==> config.mk <==
export PLATFORM = sky130hd
export DESIGN_NAME = rngmon_top
export DESIGN_NICKNAME = d
export VERILOG_FILES = /design/src/rtl/rngmon_pkg.sv /design/src/rtl/rngmon_top.sv
export SDC_FILE = /design/constraint.sdc
export NUM_CORES = 1
export LEC_CHECK = 0
export ABC_AREA = 1
export BUFFER_PORTS_ARGS = -buffer_cell sky130_fd_sc_hd__clkbuf_2
export CAP_MARGIN = 20
export CORE_MARGIN = 10
export CORE_UTILIZATION = 36
export CTS_CLUSTER_DIAMETER = 80
export DETAILED_ROUTE_END_ITERATION = 10
export MAX_ROUTING_LAYER = met4
export PLACE_DENSITY = 0.58
export SYNTH_ARGS = -nofsm -noshare
export SYNTH_HDL_FRONTEND = slang
export SYNTH_SLANG_ARGS = --single-unit
==> constraint.sdc <==
create_clock -name i_clk -period 2.8 [get_ports i_clk]
set_input_delay 0.14 -clock i_clk [delete_from_list [all_inputs] [get_ports i_clk]]
set_output_delay 0.14 -clock i_clk [all_outputs]
set_load 0.005 [all_outputs]
==> src/rtl/rngmon_pkg.sv <==
package rngmon_pkg;
  localparam logic [7:0] RNGMON_CTRL_OFS = 8'h80;
  localparam logic [7:0] RNGMON_CALC_OFS = 8'h84;
  localparam logic [7:0] RNGMON_DONE_OFS = 8'h88;
  localparam logic [7:0] RNGMON_CYC_OFS = 8'h8c;
  localparam logic [7:0] RNGMON_IRQ_STAT_OFS = 8'h90;
  localparam logic [7:0] RNGMON_IRQ_EN_OFS = 8'h94;
  localparam logic [7:0] RNGMON_IRQ_CLR_OFS = 8'h98;
  localparam int RNGMON_START_BIT = 0;
  localparam int RNGMON_EN_BIT = 1;
  localparam int RNGMON_SEL_LSB = 2;
  localparam int RNGMON_WE_LSB = 16;
  localparam logic [15:0] RNGMON_CTRL_RST = 16'h0000;
  localparam logic [15:0] RNGMON_CTRL_MASK = 16'h000f;
  localparam logic [31:0] RNGMON_CALC_RST = 32'h0000_0000;
  localparam logic [1:0] RNGMON_SEL_RESERVED = 2'h3;

  typedef struct packed {
    logic [7:0] addr;
    logic [31:0] wdata;
    logic wr;
    logic rd;
  } rngmon_bus_s;

  typedef enum logic [1:0] {
    RNGMON_IDLE,
    RNGMON_COUNT,
    RNGMON_DONE
  } rngmon_state_e;
endpackage : rngmon_pkg

==> src/rtl/rngmon_top.sv <==
// Notes on behaviour
// - A control write updates lower bit n only when the same write sets upper bit n+16.
// - The enable mapping reaches bit 31, which gates lower bit 15.
// - Control bits 3:2 select ring 0, 1 or 2; code 3 is reserved.
// - Control bit 1 enables the selected ring while high.
// - Control bit 0 starts a measurement and resets to zero.
// - A 32-bit writable calculation count sets the measurement window length.
// - Done status bit 0 marks a finished count; bits 31:1 read zero.
// - A 32-bit field reports rising ring clock edges counted in the window.
`timescale 1ns/1ps
module rngmon_top
  import rngmon_pkg::*;
(
  // Clock and reset.
  input wire logic i_clk,
  input wire logic i_resetn,
  // Register port.
  input wire logic [7:0] i_addr,
  input wire logic [31:0] i_wdata,
  input wire logic i_wr,
  input wire logic i_rd,
  output logic [31:0] o_rdata,
  // Ring oscillators, sampled as synchronous levels.
  input wire logic [2:0] i_ring_clk,
  output logic [2:0] o_ring_en,
  // Interrupt.
  output logic o_irq
);

  // Address match, used by the write decode; the read multiplexer decodes the address in its own case.
  function automatic logic addr_is(input logic [7:0] a, input logic [7:0] ofs);
    addr_is = a == ofs;
  endfunction : addr_is

  // The lower half follows the data only where the upper half enables it.
  function automatic logic [15:0] masked_write(input logic [15:0] old, input logic [31:0] wd);
    masked_write = (wd[15:0] & wd[RNGMON_WE_LSB+:16]) | (old & ~wd[RNGMON_WE_LSB+:16]);
  endfunction : masked_write

  // The reserved selector code drives no ring at all, so no stray oscillator runs.
  function automatic logic [2:0] ring_onehot(input logic [1:0] s, input logic on);
    ring_onehot = 3'h0;
    if (on && s != RNGMON_SEL_RESERVED) begin
      ring_onehot[s] = 1'b1;
    end
  endfunction : ring_onehot

  // Register port carrier.
  rngmon_bus_s bus;

  // Stored registers.
  logic [15:0] ctrl;
  logic [31:0] calc_cnt;
  logic [31:0] cyc_cnt;
  logic [31:0] edge_cnt;
  logic [31:0] win_cnt;
  logic done;
  logic irq_stat;
  logic irq_en;
  logic ring_prev;
  rngmon_state_e state;

  // Next values.
  logic [15:0] next_ctrl;
  logic [31:0] next_calc_cnt;
  logic [31:0] next_cyc_cnt;
  logic [31:0] next_edge_cnt;
  logic [31:0] next_win_cnt;
  logic next_done;
  logic next_irq_stat;
  logic next_irq_en;
  logic next_ring_prev;
  rngmon_state_e next_state;
  logic [31:0] next_rdata;

  // Decode wires.
  logic wr_ctrl;
  logic wr_calc;
  logic wr_en;
  logic wr_clr;
  logic [1:0] sel;
  logic ring_on;
  logic ring_lvl;
  logic ring_rise;
  logic start;
  logic counting;
  logic win_end;
  logic done_evt;
  logic clr_req;
  logic [31:0] edge_sum;

  assign bus = '{addr: i_addr, wdata: i_wdata, wr: i_wr, rd: i_rd};

  // Write decode.
  assign wr_ctrl = bus.wr && addr_is(bus.addr, RNGMON_CTRL_OFS);
  assign wr_calc = bus.wr && addr_is(bus.addr, RNGMON_CALC_OFS);
  assign wr_en = bus.wr && addr_is(bus.addr, RNGMON_IRQ_EN_OFS);
  assign wr_clr = bus.wr && addr_is(bus.addr, RNGMON_IRQ_CLR_OFS);

  // Control register.
  // Only the four implemented bits are stored; reserved bits 15:4 read zero.
  // Bit 31 therefore gates a bit that always stays zero, but the mapping is kept whole.
  assign next_ctrl = masked_write(ctrl, bus.wdata) & RNGMON_CTRL_MASK;

  always_ff @(posedge i_clk) begin
    if (!i_resetn) begin
      ctrl <= RNGMON_CTRL_RST;
    end else if (wr_ctrl) begin
      ctrl <= next_ctrl;
    end
  end

  // Calculation count register.
  assign next_calc_cnt = wr_calc ? bus.wdata : calc_cnt;

  always_ff @(posedge i_clk) begin
    if (!i_resetn) begin
      calc_cnt <= RNGMON_CALC_RST;
    end else begin
      calc_cnt <= next_calc_cnt;
    end
  end

  // Ring selection and enable.
  assign sel = ctrl[RNGMON_SEL_LSB+:2];
  assign ring_on = ctrl[RNGMON_EN_BIT] && sel != RNGMON_SEL_RESERVED;
  assign o_ring_en = ring_onehot(sel, ctrl[RNGMON_EN_BIT]);

  // Ring edge detection.
  // The previous level resets low, which matches a disabled ring, so no false edge follows.
  assign ring_lvl = ring_on ? i_ring_clk[sel] : 1'b0;
  assign ring_rise = ring_lvl && !ring_prev;
  assign next_ring_prev = ring_lvl;

  always_ff @(posedge i_clk) begin
    if (!i_resetn) begin
      ring_prev <= 1'b0;
    end else begin
      ring_prev <= next_ring_prev;
    end
  end

  // Measurement control.
  // A start is a 0-to-1 transition of the start bit, so holding it high runs one measurement.
  // Software must write the bit low again before the next start; this avoids restarts
  // from unrelated control writes that leave the start bit set.
  assign start = wr_ctrl && next_ctrl[RNGMON_START_BIT] && !ctrl[RNGMON_START_BIT];
  assign counting = state == RNGMON_COUNT;
  // A count of zero still gives a window of one cycle, so a measurement always ends.
  assign win_end = counting && win_cnt + 32'd1 >= calc_cnt;
  assign done_evt = win_end && !start;

  always_comb begin
    next_state = state;
    if (start) begin
      next_state = RNGMON_COUNT;
    end else begin
      case (state)
        RNGMON_COUNT: begin
          if (win_end) begin
            next_state = RNGMON_DONE;
          end
        end
        RNGMON_DONE: begin
          next_state = RNGMON_DONE;
        end
        RNGMON_IDLE: begin
          next_state = RNGMON_IDLE;
        end
        default: begin
          next_state = RNGMON_IDLE;
        end
      endcase
    end
  end

  always_ff @(posedge i_clk) begin
    if (!i_resetn) begin
      state <= RNGMON_IDLE;
    end else begin
      state <= next_state;
    end
  end

  // Window counter.
  assign next_win_cnt = start ? 32'h0000_0000 : counting ? win_cnt + 32'd1 : win_cnt;

  always_ff @(posedge i_clk) begin
    if (!i_resetn) begin
      win_cnt <= 32'h0000_0000;
    end else begin
      win_cnt <= next_win_cnt;
    end
  end

  // Edge counter.
  // The edge of the last window cycle is included through edge_sum.
  assign edge_sum = edge_cnt + {31'h0, ring_rise};
  assign next_edge_cnt = start ? 32'h0000_0000 : counting ? edge_sum : edge_cnt;

  always_ff @(posedge i_clk) begin
    if (!i_resetn) begin
      edge_cnt <= 32'h0000_0000;
    end else begin
      edge_cnt <= next_edge_cnt;
    end
  end

  // Result and done flag.
  // A new start clears both, even when it falls in the last window cycle.
  assign next_cyc_cnt = start ? 32'h0000_0000 : done_evt ? edge_sum : cyc_cnt;
  assign next_done = start ? 1'b0 : done_evt ? 1'b1 : done;

  always_ff @(posedge i_clk) begin
    if (!i_resetn) begin
      cyc_cnt <= 32'h0000_0000;
    end else begin
      cyc_cnt <= next_cyc_cnt;
    end
  end

  always_ff @(posedge i_clk) begin
    if (!i_resetn) begin
      done <= 1'b0;
    end else begin
      done <= next_done;
    end
  end

  // Interrupt enable and sticky status.
  assign next_irq_en = wr_en ? bus.wdata[0] : irq_en;
  assign clr_req = wr_clr && bus.wdata[0];
  // A completion in the clearing cycle wins so the event is never lost.
  assign next_irq_stat = done_evt ? 1'b1 : clr_req ? 1'b0 : irq_stat;

  always_ff @(posedge i_clk) begin
    if (!i_resetn) begin
      irq_en <= 1'b0;
    end else begin
      irq_en <= next_irq_en;
    end
  end

  always_ff @(posedge i_clk) begin
    if (!i_resetn) begin
      irq_stat <= 1'b0;
    end else begin
      irq_stat <= next_irq_stat;
    end
  end

  assign o_irq = irq_stat && irq_en;

  // Read multiplexer.
  // Data is zero outside a read so that the bus sees no stale value.
  always_comb begin
    next_rdata = 32'h0000_0000;
    if (bus.rd) begin
      case (bus.addr)
        RNGMON_CTRL_OFS: begin
          next_rdata = {16'h0000, ctrl};
        end
        RNGMON_CALC_OFS: begin
          next_rdata = calc_cnt;
        end
        RNGMON_DONE_OFS: begin
          next_rdata = {31'h0, done};
        end
        RNGMON_CYC_OFS: begin
          next_rdata = cyc_cnt;
        end
        RNGMON_IRQ_STAT_OFS: begin
          next_rdata = {31'h0, irq_stat};
        end
        RNGMON_IRQ_EN_OFS: begin
          next_rdata = {31'h0, irq_en};
        end
        default: begin
          next_rdata = 32'h0000_0000;
        end
      endcase
    end
  end

  // Read data register.
  always_ff @(posedge i_clk) begin
    if (!i_resetn) begin
      o_rdata <= 32'h0000_0000;
    end else begin
      o_rdata <= next_rdata;
    end
  end

  // The cycle count register takes no writes; software sees it as read-only.
  // The clear register is write-only and reads zero through the default branch.
  // Rings are sampled as synchronous levels, so a ring faster than half the
  // system clock is undercounted; this monitor is meant for slow rings.

endmodule : rngmon_top

==> flow_metrics.py <==
metrics = {
    "floorplan": {
        "io-pin-count": 83,
        "chipHeight_um": 178.5,
        "dieArea_mm2": 0.03185,
        "initial_utilization": 0.3685,
        "die_x_um": 178.5,
        "fp-row-count": 57,
        "core-area_mm2": 0.02453,
    },
    "timing": {
        "max-slew-margin-rel": 0.4365,
        "skew_ns": 0.01021,
        "fin_crit_ns": 2.913,
        "slew_violations": 0,
        "hold_viol": 1,
        "setup_viol": 33,
        "rsz0062_at_grt": "yes",
        "min_period_over_period": 1.040,
        "setup_ws_ns": -0.1127,
        "fmax_mhz": 343.3,
        "holdWs_ns": -0.003865,
        "tightest_slew_ns": 0.8440,
    },
    "clock_network": {
        "clkTransAtPathRegs_ns": 0.07,
        "cts_num_sinks": 170,
        "worstSkewPairLatency_ns": 0.44,
        "tritoncts": "built",
        "htree_levels": 4,
        "numCtsBuffers": 17,
        "clockRootBuffer": "clkbuf_16",
        "clockBufferDepth": 2,
    },
    "synth": {
        "yosysUniqueCellTypes": 48,
        "syn_area_mm2": 0.009040,
        "synth_flop_cell": "dfxtp_1",
        "synth-edff-count": 0,
        "avgSynthCellArea_um2": 6.927,
        "synth_nets": 1388,
        "ys_seq_area_frac": 0.3765,
        "ys_seq_elements": 170,
        "synthArstFlopShare": 0,
        "yosysWarnings": 0,
        "synthCells": 1305,
    },
    "layout": {
        "final_nets": 1555,
        "fill_cells": 2456,
        "drive_gt1_frac": 0.2505,
        "antennaDiodeCount": 0,
        "ff_latch_area_mm2": 0.003425,
        "fin_cells": 1809,
        "finish.utilization": 0.4790,
        "final_cell_mix": "nand2_1, inv_1, dfxtp_1, a21oi_1, nor2_1",
        "final_common_cell": "nand2_1",
        "areaGrowthSynthToFinish_pct": 29.99,
        "finalInstanceArea_mm2": 0.01175,
        "multi_input_area_mm2": 0.005236,
    },
    "worst_setup_path": {
        "slowest_stage": "dfxtp_4",
        "crit_path_cell_trace": "ha_4 -> buf_4 -> nand2_1 -> inv_1 -> nand4_1 -> nor3_2 -> or2_2 -> nand2_1 -> inv_1 -> ha_1 -> nand2_2 -> nor2_4 -> o21ai_1 -> nand2_1 -> a21oi_2 -> nand2_4 -> buf_12 -> buf_8 -> a21oi_2 -> nor2_1",
        "crit_buf_inv": 5,
        "crit_path_frequent_cell": "nand2_1",
        "cp-end-kind": "flop",
        "crit_type": "reg2reg",
        "worstPathArrival_ns": 3.25,
        "max_stage_delay_ns": 0.37,
        "cp_max_fo": 6,
        "cp_top_family": "simple AND/OR/NAND/NOR gates",
        "ff2ff_setup_slack_ns": -0.11,
        "cp.required_ns": 3.14,
        "cp-start-kind": "flop",
    },
    "status": {
        "violations": "hold timing, setup timing",
        "status": "finished with violations",
    },
    "pwr": {
        "power.internal_mw": 3.683,
        "ir_drop_uv": 400.7,
        "swShare": 0.2613,
        "p_per_area_mw_per_mm2": 424.3,
        "seq_power_share": 0.484,
        "leakage_nw": 4.934,
        "switchingPower_mw": 1.303,
        "p_clk_frac": 0.473,
        "pwr-share-comb": 0.042,
        "finalPower_mw": 4.986,
    },
    "drt": {
        "dr.pass1.iters": 7,
        "via_count": 8907,
        "routed_wl_um": 28570,
        "detail-route-antenna-nets": 0,
        "drc": 0,
        "vias_per_cell": 4.924,
        "drt_iter0_markers": 664,
        "wl_per_cell_um": 15.79,
    },
    "placed_design": {
        "io_buffer_count": 82,
        "dp.cells": 1753,
        "place.gp.congestion": 0.8991,
        "dpl.hpwl_um": 21310,
        "post_dp_cell_area_mm2": 0.01034,
    },
    "flow_run": {
        "maxCapViolCount": 0,
    },
    "grt": {
        "antenna_found_initial": 0,
        "track_usage": 0.1825,
        "grt_max_degree": 68,
        "grt_pass1_wl_um": 44770,
        "grt_pass1_vias": 8362,
        "grt-ovfl-total": 0,
    },
    "min_path": {
        "hp-class": "in2reg",
    },
}
-- flip-flops by register name (all words and copies together), names as in the netlist, named ones only --
name	flops
calc_cnt	32
ctrl	1
cyc_cnt	32
done	1
edge_cnt	32
irq_en	1
irq_stat	1
o_rdata	32
ring_prev	1
state	2
win_cnt	32
-- cells in the mapped netlist, types with 5 or more instances --
| library cell | n | area (µm²) |
|---|---|---|
| buf_2 | 21 | 105.1 |
| o21ai_0 | 70 | 350.3 |
| xor2_1 | 28 | 245.2 |
| nor2_1 | 117 | 439.2 |
| nor3_1 | 24 | 120.1 |
| nand3_2 | 19 | 190.2 |
| dfxtp_1 | 170 | 3403 |
| buf_6 | 6 | 67.56 |
| nand3_1 | 50 | 250.2 |
| inv_1 | 168 | 630.6 |
| o21ai_1 | 14 | 70.07 |
| nand2_1 | 303 | 1137 |
| a21oi_1 | 169 | 845.8 |
| inv_2 | 5 | 18.77 |
| ha_1 | 36 | 450.4 |
| clkbuf_1 | 25 | 93.84 |
| nand4_1 | 18 | 112.6 |
| or2_2 | 6 | 37.54 |
| xnor2_1 | 10 | 87.58 |
-- power groups by stage --
stage               clock, mW  sequential (mW)  combinational [mW]
finish                   2.36             2.41               0.210
CTS                      2.38             2.42               0.198
global route             2.49             2.41               0.228
global placement            0             2.47               0.173
detailed placement          0             2.47               0.173
floorplan                   0             2.47              0.0936
-- metal layers --
layer	vias up	global-route usage	wire, µm
met4	0	0.05270	447
li1	4550	-	-
met2	197	0.2796	13040
met1	4141	0.2463	13710
met3	19	0.02474	1365
met5	-	-	0
-- worst paths after layout --
kind,from,endpoint,cells after the start
max,win_cnt[1],cyc_cnt[6],20
min,i_wdata[31],calc_cnt[31],3
max reg2reg,win_cnt[1],cyc_cnt[6],20
min reg2reg,calc_cnt[10],o_rdata[10],2
-- final cells by class --
class                      instances  area share
multi-input combinational        905      0.4456
sequential                       170      0.2914
timing repair buffer             204      0.1238
inverter                         174     0.05579
clock buffer                      17     0.03620
tap                              324     0.03450
clock inverter                    15     0.01267
-- stage by stage --
step | setup WS [ns] | TNS, ns
after CTS | -0.08118 | -1.437
after global placement | -0.3490 | -9.584
after detailed placement | -0.3968 | -10.77
final | -0.1127 | -1.729
after global routing | -0.2755 | -7.694
after floorplan | 0.005175 | 0
-- cells by family after synthesis --
family,Yosys count,share of synthesized area
AND/OR/NAND/NOR,557,0.2741
AO/OA/AOI/OAI,274,0.1588
buffers and inverters,230,0.1041
flip-flops,170,0.3765
XOR/XNOR,38,0.03682
adder cells (fa/ha/maj),36,0.04983
-- repair_timing --
item                                    4_1_cts  5_1_grt
endpoints found under the hold margin        12        0
buffers inserted                              4        6
gates resized for setup                      67       65
endpoints found under the setup margin       36       44
hold buffers                                 14        0
pin swaps                                    29       37
gates cloned                                  0        1
-- worst min-delay path, cell delays in order --
cell and delay [ns]:
clkbuf_2 0.08, o21ai_0 0.07, a21oi_1 0.11
Power figures use the tool's default switching activity.
